<file path="src/pbx_pkg.sv">
package pbx_pkg;
    localparam int          UpperWidth = 32;
    localparam int          UpperCbeWidth = 4;
    localparam logic [3:0]  CmdDualAddr = 4'hd;
    localparam logic        LevelHigh = 1'h1;
    localparam logic        LevelLow = 1'h0;
    localparam logic [31:0] ParkData = 32'h0;
    localparam logic [3:0]  ParkCbe = 4'h0;

    typedef enum logic [2:0] {
        PbxIdle,
        PbxAddr1,
        PbxAddr2,
        PbxData,
        PbxTurn
    } pbx_state_t;
endpackage

</file>
<file path="src/pbx_ext64.sv">
`timescale 1ns/1ps
// Overview of operation
// RQ1: dual address puts upper address high
// RQ2: otherwise upper lines held valid levels
// RQ3: wide data phase: writer drives upper data
// RQ4: dual address puts command on upper lines
// RQ5: initiator drives upper byte enables
// RQ6: upper parity is even over lines
// RQ7: parity valid after each address phase
// RQ8: parity driven one clock after data
// RQ9: parity released one clock after data
// RQ10: receiver checks upper parity
// RQ11: wide request follows frame timing
// RQ12: request low at reset enables width
// RQ13: no width: device parks upper lines
// RQ14: request driven high one clock first
// RQ15: acknowledge only while request asserted
// RQ16: acknowledge follows device-select timing
// RQ17: acknowledge driven high one clock first
module pbx_ext64 #(
    parameter int DataWidth = 32,
    parameter int CbeWidth  = 4
) (
    // clock and reset
    input  wire logic                 ref_clk,
    input  wire logic                 rst_n,
    // initiator side from bridge core
    input  wire logic                 mstFrameN,
    input  wire logic                 mstWantWide,
    input  wire logic                 mstDualAddr,
    input  wire logic                 mstAddrPhase,
    input  wire logic                 mstSecondAddr,
    input  wire logic                 mstDataPhase,
    input  wire logic                 mstWrite,
    input  wire logic [DataWidth-1:0] mstUpperAddr,
    input  wire logic [CbeWidth-1:0]  mstCommand,
    input  wire logic [DataWidth-1:0] mstUpperWrData,
    input  wire logic [CbeWidth-1:0]  mstUpperBe,
    // target side from bridge core
    input  wire logic                 tgtDevselN,
    input  wire logic                 tgtCanWide,
    input  wire logic                 tgtReadPhase,
    input  wire logic [DataWidth-1:0] tgtUpperRdData,
    input  wire logic                 busGnt,
    input  wire logic                 busIdle,
    input  wire logic                 dataXfer,
    // pins
    input  wire logic [DataWidth-1:0] adUpperIn,
    output logic      [DataWidth-1:0] adUpperOut,
    output logic                      adUpperOe,
    input  wire logic [CbeWidth-1:0]  cbeUpperIn,
    output logic      [CbeWidth-1:0]  primary_upper_cmd_byte_en,
    output logic                      cbeUpperOe,
    input  wire logic                 parUpperIn,
    output logic                      primary_upper_parity,
    output logic                      parUpperOe,
    input  wire logic                 wideReqNIn,
    output logic                      primary_wide_request_n,
    output logic                      wideReqOe,
    input  wire logic                 wideAckNIn,
    input  wire logic                 primary_devsel_n,
    output logic                      primary_wide_ack_n,
    output logic                      wideAckOe,
    // status to core
    output logic                      wideEnabled,
    output logic                      upperParErr,
    output logic                      wideActive,
    output logic [DataWidth-1:0]      rdUpperData
);
    function automatic logic evenPar(input logic [DataWidth-1:0] d,
                                     input logic [CbeWidth-1:0]  c);
        evenPar = ^{d, c};
    endfunction

    logic                  rstSeen_q;
    logic                  wideEn_q;
    logic                  reqN_q;
    logic                  ackN_q;
    logic                  drive_q;
    logic                  parOe_q;
    logic [DataWidth-1:0]  adOut_q;
    logic [CbeWidth-1:0]   cbeOut_q;
    logic                  cbeOe_q;
    logic                  par_q;
    logic                  reqOe_q;
    logic                  ackOe_q;
    logic                  chk_q;
    logic                  perr_q;
    logic [DataWidth-1:0]  rdData_q;
    logic [DataWidth-1:0]  adRx_q;
    logic [CbeWidth-1:0]   cbeRx_q;
    pbx_pkg::pbx_state_t   st_q;
    logic                  wideNow;
    logic                  mstWide;
    logic                  tgtWide;
    logic                  active_q;
    logic [CbeWidth-1:0]   cbeBus;

    assign wideNow = !wideReqNIn && !wideAckNIn;
    assign mstWide = wideEn_q && mstWantWide;
    // RQ15 only answer a request
    assign tgtWide = wideEn_q && tgtCanWide && !wideReqNIn;
    // parity covers the upper enables as they stand on the pins
    assign cbeBus  = cbeOe_q ? cbeOut_q : cbeUpperIn;

    // ---------------------------------------------
    // reset strap
    // ---------------------------------------------
    // RQ12 sample strap while reset held
    always_ff @(posedge ref_clk)
    begin
        if (!rst_n)
        begin
            wideEn_q <= !wideReqNIn;
        end
    end

    // parking drive starts at the second edge after release
    always_ff @(posedge ref_clk or negedge rst_n)
    begin
        if (!rst_n)
        begin
            rstSeen_q <= pbx_pkg::LevelLow;
        end
        else
        begin
            rstSeen_q <= pbx_pkg::LevelHigh;
        end
    end

    // ---------------------------------------------
    // wide request and acknowledge
    // ---------------------------------------------
    always_ff @(posedge ref_clk or negedge rst_n)
    begin
        if (!rst_n)
        begin
            reqN_q  <= pbx_pkg::LevelHigh;
            reqOe_q <= pbx_pkg::LevelLow;
        end
        else
        begin
            // RQ11 mirror frame
            reqN_q  <= !(mstWide && !mstFrameN);
            // RQ14 drive high one clock then float
            reqOe_q <= (mstWide && !mstFrameN) || !reqN_q;
        end
    end

    always_ff @(posedge ref_clk or negedge rst_n)
    begin
        if (!rst_n)
        begin
            ackN_q  <= pbx_pkg::LevelHigh;
            ackOe_q <= pbx_pkg::LevelLow;
        end
        else
        begin
            // RQ16 mirror device select
            ackN_q  <= !(tgtWide && !tgtDevselN);
            // RQ17 drive high one clock then float
            ackOe_q <= (tgtWide && !tgtDevselN) || !ackN_q;
        end
    end

    // ---------------------------------------------
    // upper address, data and command drive
    // ---------------------------------------------
    always_ff @(posedge ref_clk or negedge rst_n)
    begin
        if (!rst_n)
        begin
            adOut_q  <= pbx_pkg::ParkData;
            cbeOut_q <= pbx_pkg::ParkCbe;
            drive_q  <= pbx_pkg::LevelLow;
            cbeOe_q  <= pbx_pkg::LevelLow;
            st_q     <= pbx_pkg::PbxIdle;
            active_q <= pbx_pkg::LevelLow;
        end
        else if (mstAddrPhase)
        begin
            st_q    <= mstSecondAddr ? pbx_pkg::PbxAddr2
                                     : pbx_pkg::PbxAddr1;
            drive_q <= pbx_pkg::LevelHigh;
            cbeOe_q <= pbx_pkg::LevelHigh;
            active_q <= pbx_pkg::LevelLow;
            // RQ1 upper address on dual cycle
            // RQ4 command on upper lines
            if (mstWide && mstDualAddr && !mstSecondAddr)
            begin
                adOut_q  <= mstUpperAddr;
                cbeOut_q <= mstCommand;
            end
            else
            begin
                // RQ2 stable defined levels
                adOut_q  <= pbx_pkg::ParkData;
                cbeOut_q <= pbx_pkg::ParkCbe;
            end
        end
        else if (mstDataPhase && mstWide && wideNow)
        begin
            st_q     <= pbx_pkg::PbxData;
            active_q <= pbx_pkg::LevelHigh;
            // RQ3 initiator write data
            adOut_q  <= mstWrite ? mstUpperWrData : pbx_pkg::ParkData;
            drive_q  <= mstWrite;
            // RQ5 upper byte enables
            cbeOut_q <= mstUpperBe;
            cbeOe_q  <= pbx_pkg::LevelHigh;
        end
        else if (tgtReadPhase && tgtWide && wideNow)
        begin
            st_q     <= pbx_pkg::PbxData;
            active_q <= pbx_pkg::LevelHigh;
            // RQ3 target read data
            adOut_q  <= tgtUpperRdData;
            drive_q  <= pbx_pkg::LevelHigh;
            cbeOe_q  <= pbx_pkg::LevelLow;
        end
        else if (!wideEn_q || (busIdle && busGnt))
        begin
            // RQ13 park when narrow or granted idle
            st_q     <= pbx_pkg::PbxIdle;
            active_q <= pbx_pkg::LevelLow;
            adOut_q  <= pbx_pkg::ParkData;
            cbeOut_q <= pbx_pkg::ParkCbe;
            drive_q  <= rstSeen_q;
            cbeOe_q  <= rstSeen_q;
        end
        else
        begin
            st_q    <= (st_q == pbx_pkg::PbxIdle) ? pbx_pkg::PbxIdle
                                                  : pbx_pkg::PbxTurn;
            drive_q <= pbx_pkg::LevelLow;
            cbeOe_q <= pbx_pkg::LevelLow;
            active_q <= pbx_pkg::LevelLow;
        end
    end

    // ---------------------------------------------
    // upper parity
    // ---------------------------------------------
    // RQ6 even over data and enables
    // RQ7 RQ8 one clock behind lines
    // RQ9 release one clock after lines
    always_ff @(posedge ref_clk or negedge rst_n)
    begin
        if (!rst_n)
        begin
            par_q   <= pbx_pkg::LevelLow;
            parOe_q <= pbx_pkg::LevelLow;
        end
        else
        begin
            par_q   <= evenPar(adOut_q, cbeBus);
            parOe_q <= drive_q;
        end
    end

    // ---------------------------------------------
    // receive parity check
    // ---------------------------------------------
    // RQ10 compare one clock after data
    always_ff @(posedge ref_clk or negedge rst_n)
    begin
        if (!rst_n)
        begin
            adRx_q   <= pbx_pkg::ParkData;
            cbeRx_q  <= pbx_pkg::ParkCbe;
            chk_q    <= pbx_pkg::LevelLow;
            perr_q   <= pbx_pkg::LevelLow;
            rdData_q <= pbx_pkg::ParkData;
        end
        else
        begin
            adRx_q  <= adUpperIn;
            cbeRx_q <= cbeUpperIn;
            chk_q   <= wideEn_q && wideNow && dataXfer && !drive_q;
            perr_q  <= chk_q && (evenPar(adRx_q, cbeRx_q) != parUpperIn);
            if (wideEn_q && wideNow && dataXfer && !drive_q)
            begin
                rdData_q <= adUpperIn;
            end
        end
    end

    // ---------------------------------------------
    // pin and status outputs
    // ---------------------------------------------
    // all outputs straight from flops
    assign adUpperOut                = adOut_q;
    assign adUpperOe                 = drive_q;
    assign primary_upper_cmd_byte_en = cbeOut_q;
    assign cbeUpperOe                = cbeOe_q;
    assign primary_upper_parity      = par_q;
    assign parUpperOe                = parOe_q;
    assign primary_wide_request_n    = reqN_q;
    assign wideReqOe                 = reqOe_q;
    assign primary_wide_ack_n        = ackN_q;
    assign wideAckOe                 = ackOe_q;
    assign wideEnabled               = wideEn_q;
    assign upperParErr               = perr_q;
    assign wideActive                = active_q;
    assign rdUpperData               = rdData_q;
endmodule // pbx_ext64

</file>
<file path="config.mk">
export PLATFORM = sky130hd
export DESIGN_NAME = pbx_ext64
export DESIGN_NICKNAME = d
export VERILOG_FILES = /design/src/pbx_pkg.sv /design/src/pbx_ext64.sv
export SDC_FILE = /design/constraint.sdc
export NUM_CORES = 1
export LEC_CHECK = 0
export ABC_AREA = 1
export BUFFER_PORTS_ARGS = -buffer_cell sky130_fd_sc_hd__buf_2
export CORE_ASPECT_RATIO = 2
export CORE_MARGIN = 2
export CORE_UTILIZATION = 53
export DETAILED_ROUTE_END_ITERATION = 8
export PLACE_DENSITY = 0.95
export SLEW_MARGIN = 15
export SYNTH_ARGS = -nofsm -noshare
export SYNTH_HDL_FRONTEND = slang
export SYNTH_SLANG_ARGS = --single-unit
</file>
<file path="constraint.sdc">
create_clock -name ref_clk -period 4.5 [get_ports ref_clk]
set_clock_uncertainty 0.05 [all_clocks]
set_input_delay 1.35 -clock ref_clk [delete_from_list [all_inputs] [get_ports ref_clk]]
set_output_delay 1.35 -clock ref_clk [all_outputs]
set_load 0.05 [all_outputs]
</file>
==> run_results.csv, run 1 <==
group,metric,value,unit
floorplan,die_w,79.1,um
logic_synthesis,syn_area,0.00598,mm^2
timing,finalCritPeriodShare,0.618,
clock_network,cts_hold_buf,0,
clock_network,numClockSinks,117,
logic_synthesis,ys_seq_area_frac,0.491,
power_and_ir_drop,power_frac_comb,0.235,
power_and_ir_drop,clkPwrFrac,0.412,
worst_setup_path,cp.arrival,3000,ps
floorplan,pin_count,238,
logic_synthesis,synth_seq_cells,117,
layout,drive_above_1_share,0.283,
worst_setup_path,path_cells,"buf_2, nor2_1, nand2_1, nor2_4, buf_4, inv_2, nand3_1, nand2_1, nand2_1, nand3_1",
clock_network,post_cts_buffers,0,
logic_synthesis,synth.avg_cell_area,7.61,um^2
detailed_routing,drtPass1Iterations,6,
worst_setup_path,crit_top_cell,"nand2_1",
logic_synthesis,synth_area_leaders,"dfrtp_1, nand2_1, nand3_1",
worst_setup_path,cp_data_required_time,4720,ps
detailed_routing,drc,0,
floorplan,die_h,154,um
layout,multi_input_area,0.00274,mm^2
worst_setup_path,cp_top_family,"simple AND/OR/NAND/NOR gates",
clock_network,cts_tree,"done",
power_and_ir_drop,p_int,2.31,mW
worst_setup_path,crit_path_max_fanout,37,
status,status,"finished, final reports clean",
clock_network,cts_root_buffer,"clkbuf_16",
logic_synthesis,synthCells,785,
worst_hold_path,holdCritPathClass,"reg -> reg",
detailed_routing,vias,6094,
layout,nets,1172,
detailed_routing,via_per_inst,5.23,
detailed_routing,wire_per_inst,14.6,um
logic_synthesis,synth-xor-area-share,0.0760,
detailed_routing,wl,17000,um
worst_setup_path,reg2reg_slack,2410,ps
global_route,grt_max_degree,40,
timing,hold_viol_final,0,
clock_network,clock_path_buffers,2,
worst_setup_path,critPathCaptureType,"flip-flop",
global_route,gr-total-overflow,0,
detailed_routing,drt-initial-drc-count,331,
power_and_ir_drop,p_sw,1.15,mW
place,gp_congestion,0.851,
clock_network,h-tree-depth,4,
timing,worst_pin_slew,1020,ps
global_route,grt_pass1_vias,6048,
layout,fillers,830,
timing,slew_viol_final,0,
worst_setup_path,cpMaxStageDelayCell,"buf_4",
worst_setup_path,rr_endpoint,"adUpperOut[10]",
power_and_ir_drop,peakVddDrop,0.000368,V
worst_setup_path,r2r_cells,8,
timing,finalSetupViolations,0,
logic_synthesis,synth_warnings,0,
logic_synthesis,synth_nets,944,
worst_setup_path,critPathBufInv,3,
timing,fmax,360,MHz
logic_synthesis,synth_cell_types,28,
detailed_routing,ant_nets,0,
timing,rsz0062_at_grt,"no",
logic_synthesis,synth_simple_gate_area_frac,0.362,
floorplan,start_util,0.546,
timing,fin_tns_setup,0,ps
clock_network,cts_buffers,17,
global_route,track_usage,0.287,
worst_setup_path,worstSetupPathType,"in -> reg",
global_route,antenna_found_initial,1,
power_and_ir_drop,p_per_area,439,mW/mm^2
worst_hold_path,worstHoldPathCells,0,
power_and_ir_drop,p_leak,4.54,nW
logic_synthesis,synth.area.mux_share,0,
global_route,grt_first_pass_wirelength,27500,um
worst_hold_path,hp-start,"adUpperOe",
clock_network,postCtsResizedCells,0,
power_and_ir_drop,swShare,0.333,
layout,fin_cells,1166,
floorplan,coreArea,0.0109,mm^2
timing,fin_crit,2780,ps
run,drv_cap,0,
logic_synthesis,synth-compound-area-share,0.0186,
clock_network,clock_latency,400,ps
clock_network,cts.clk_slew.worst_paths,50,ps
power_and_ir_drop,p_seq_frac,0.353,
logic_synthesis,synthAdderAreaFrac,0,
timing,slew-limit-headroom,0.317,
place,port_buffers,236,
floorplan,dieArea,0.0122,mm^2
worst_hold_path,min_to,"parUpperOe",
place,place_hpwl,12900,um
layout,syn_to_final_growth,31.8,%
worst_setup_path,worstReg2RegStart,"wideEnabled",
floorplan,num_rows,54,
logic_synthesis,synth_top_area_share,0.477,
logic_synthesis,synth_top_family_by_area,"simple AND/OR/NAND/NOR gates",
place,dp_cells,1134,
worst_setup_path,startpoint_type,"input port",
worst_setup_path,critical-path-max-stage-delay,350,ps
logic_synthesis,synth_area_leader_cell,"dfrtp_1",
layout,seq_area,0.00294,mm^2
==> cell usage in the layout, fill, tap and decap left out, types with 5 or more instances in the layout <==
cell         n
xor2_1      17
buf_4        8
nand3_1    142
inv_1       36
buf_2      235
dfrtp_1    114
clkinv_4     5
xnor2_1     33
nor2_1      11
inv_2        8
nand2_1    359
o21ai_1      5
clkbuf_16   17
==> power by group through the flow <==
stage / Combinational [mW] / Sequential [mW] / Clock (mW)
3_5_place_dp: 0.809 / 1.24 / 0
2_1_floorplan: 0.244 / 1.55 / 0
4_1_cts: 0.817 / 1.22 / 1.44
6_report: 0.811 / 1.22 / 1.42
5_1_grt: 0.881 / 1.23 / 1.49
3_3_place_gp: 0.786 / 1.23 / 0
==> kinds of logic after synthesis <==
kind of cell              count (synthesis)
and+or+nand+nor                         520
DFF                                     117
buffers and inverters                    78
xor gates and xnor gates                 51
AOI/OAI and AO/OA                        18
other                                     1
==> cell type report <==
class                           count  area share
Timing Repair Buffer              243       0.157
Antenna cell                        1    0.000318
Clock inverter                     14      0.0256
Multi-Input combinational cell    590       0.347
Clock buffer                       17      0.0540
Tap cell                          140      0.0222
Sequential cell                   117       0.373
Inverter                           44      0.0210
==> worst max path at each step <==
| stage | from | endpoint | cells after the start |
|---|---|---|---|
| detailed placement | wideReqNIn | adUpperOut[10] | 10 |
| finish | wideReqNIn | adUpperOut[10] | 10 |
| floorplan | wideAckNIn | adUpperOut[22] | 9 |
| CTS | wideReqNIn | adUpperOut[10] | 10 |
| global route | wideReqNIn | adUpperOut[10] | 10 |
| global placement | wideReqNIn | adUpperOut[16] | 8 |
==> flip-flops by register name, summed over array words and instances, names as in the netlist, 4 cells and up <==
register and count:
primary_upper_cmd_byte_en 4, adUpperOut 32, cbeRx_q 4, adRx_q 32, rdUpperData 32
==> metrics by stage <==
stage	cell area (um^2)	utilization	worst slack, ps	hold slack, ps	power [mW]
2_1_floorplan	5980	-	2060	399	1.79
3_3_place_gp	7250	0.662	1380	359	2.02
3_5_place_dp	7250	0.662	1340	359	2.05
4_1_cts	7880	0.719	1760	371	3.48
5_1_grt	7880	0.720	1590	397	3.60
6_report	7880	0.720	1720	370	3.46
==> synthesized netlist by cell type (all sizes together) <==
cell    number
conb         1
nand2      360
nand3      142
edfxtp       1
o21ai        5
o21a         1
dfrtp      114
inv         44
a31oi        4
o211ai       4
xor2        17
clkbuf      20
a21oi        3
xnor2       34
a211o        1
nor2        13
or2          1
and2         1
buf         14
nand4        1
dfstp        2
nor3b        1
and3         1
==> layer usage <==
metal	GRT usage	part of all wire	vias up
met5	0	0	-
met4	0.130	0.039	0
met3	0.0552	0.052	52
met2	0.569	0.59	269
met1	0.270	0.32	2830
li1	-	-	2943
Note: power is estimated with default switching activity, not from simulation.
==> run 2, diff against run 1 <==
--- a/config.mk
+++ b/config.mk
@@ -9,9 +9,9 @@
 export BUFFER_PORTS_ARGS = -buffer_cell sky130_fd_sc_hd__buf_2
 export CORE_ASPECT_RATIO = 2
 export CORE_MARGIN = 2
-export CORE_UTILIZATION = 53
+export CORE_UTILIZATION = 49
 export DETAILED_ROUTE_END_ITERATION = 8
-export PLACE_DENSITY = 0.95
+export PLACE_DENSITY = 0.93
 export SLEW_MARGIN = 15
 export SYNTH_ARGS = -nofsm -noshare
 export SYNTH_HDL_FRONTEND = slang
==> constraint.sdc (replaced) <==
create_clock -name ref_clk -period 2.8 [get_ports ref_clk]
set_clock_uncertainty 0.05 [all_clocks]
set_input_delay 0.84 -clock ref_clk [delete_from_list [all_inputs] [get_ports ref_clk]]
set_output_delay 0.84 -clock ref_clk [all_outputs]
set_load 0.05 [all_outputs]
==> run_results.csv, run 2 (synthesis results as in run 1) <==
group,metric,value,unit
status,status,"finished, final reports clean",
worst_setup_path,critical-path-max-stage-delay,480,ps
place,port_buffers,236,
floorplan,pin_count,238,
run,drv_cap,0,
worst_hold_path,holdCritPathClass,"in -> async",
layout,syn_to_final_growth,31.4,%
worst_setup_path,cpMaxStageDelayCell,"dfrtp_1",
worst_setup_path,reg2reg_slack,970,ps
clock_network,cts.clk_slew.worst_paths,60,ps
timing,hold_viol_final,0,
layout,multi_input_area,0.00274,mm^2
clock_network,clock_latency,410,ps
clock_network,cts_root_buffer,"clkbuf_16",
layout,final_area,0.00785,mm^2
power_and_ir_drop,p_total,5.37,mW
timing,finalSetupViolations,0,
layout,fillers,1003,
clock_network,numClockSinks,117,
clock_network,clock_path_buffers,2,
worst_setup_path,critPathBufInv,1,
detailed_routing,ant_nets,0,
timing,slew_viol_final,0,
worst_setup_path,worstReg2RegStart,"wideEnabled",
worst_setup_path,cp_data_required_time,1910,ps
clock_network,cts_tree,"done",
floorplan,num_rows,57,
timing,fmax,475,MHz
timing,finalCritPeriodShare,0.751,
detailed_routing,drtPass1Iterations,4,
layout,seq_area,0.00294,mm^2
detailed_routing,wl,16700,um
place,placed_area,0.00727,mm^2
layout,mostFrequentLayoutCells,"nand2_1, buf_2, nand3_1, dfrtp_1, inv_1",
worst_setup_path,worstSetupEndpoint,"cbeUpperOe",
worst_setup_path,path_depth,1,
worst_setup_path,critPathCaptureType,"output pin",
global_route,grt_first_pass_wirelength,26600,um
global_route,grt_max_degree,41,
worst_setup_path,path_cells,"buf_2",
detailed_routing,vias,5993,
global_route,gr-total-overflow,0,
detailed_routing,drt-initial-drc-count,246,
floorplan,die_h,160,um
detailed_routing,via_per_inst,5.10,
timing,rsz0062_at_grt,"no",
worst_setup_path,startpoint_type,"flip-flop",
floorplan,start_util,0.496,
worst_setup_path,cp-startpoint,"cbeUpperOe",
detailed_routing,wire_per_inst,14.2,um
floorplan,dieArea,0.0131,mm^2
global_route,track_usage,0.263,
layout,nets,1174,
place,gp_congestion,0.907,
layout,fin_cells,1175,
worst_setup_path,worstSetupPathType,"reg -> out",
clock_network,postCtsResizedCells,0,
timing,fin_crit,2100,ps
timing,fin_tns_setup,0,ps
worst_setup_path,r2r_cells,7,
floorplan,die_w,82.1,um
power_and_ir_drop,p_leak,4.52,nW
layout,final_common_cell,"nand2_1",
worst_setup_path,cp_top_family,"flip-flops",
timing,slew-limit-headroom,0.594,
place,dp_cells,1143,
global_route,antenna_found_initial,0,
place,place_hpwl,12900,um
timing,worst_pin_slew,610,ps
power_and_ir_drop,peakVddDrop,0.000491,V
floorplan,coreArea,0.0121,mm^2
global_route,grt_pass1_vias,5946,
power_and_ir_drop,p_per_area,684,mW/mm^2
clock_network,h-tree-depth,4,
clock_network,cts_hold_buf,0,
layout,drive_above_1_share,0.285,
clock_network,cts_buffers,17,
clock_network,post_cts_buffers,0,
worst_setup_path,rr_endpoint,"adUpperOut[16]",
detailed_routing,drc,0,
worst_setup_path,cp.arrival,1210,ps
worst_setup_path,crit_path_max_fanout,9,
layout,diodes,0,
run 2: how the worst min path moves through the flow:
stage	start	to	slack (ps)	cells after the start
after floorplan	chk_q	upperParErr	400	2
after global placement	adUpperOe	parUpperOe	360	0
after detailed placement	adUpperOe	parUpperOe	360	0
after CTS	rst_n	adRx_q[31]	240	1
after global routing	rst_n	adRx_q[31]	250	1
final	rst_n	rdUpperData[28]	250	1
run 2: cell type report:
class / instances / share of cell area
sequential: 117 / 0.374
multi-input combinational: 590 / 0.348
timing repair buffer: 245 / 0.159
clock buffer: 18 / 0.0559
tap: 147 / 0.0234
inverter: 44 / 0.0210
clock inverter: 14 / 0.0180
run 2: through the flow:
step / setup WS [ps] / hold WS (ps) / utilization
floorplan: 871 / 399 / -
global placement: 461 / 359 / 0.603
detailed placement: 398 / 359 / 0.603
CTS: 681 / 243 / 0.652
global route: 631 / 247 / 0.652
finish: 697 / 249 / 0.652
run 2: metal layers:
metal | routed length, um | part of all wire | global-route usage
met5 | 0 | 0 | 0
met4 | 517 | 0.031 | 0.115
met3 | 674 | 0.040 | 0.0452
met2 | 9830 | 0.59 | 0.509
met1 | 5710 | 0.34 | 0.255
run 2: report_power, final:
group	internal, mW	switching (mW)
Combinational	0.351	0.950
Clock	1.27	0.837
Sequential	1.86	0.102
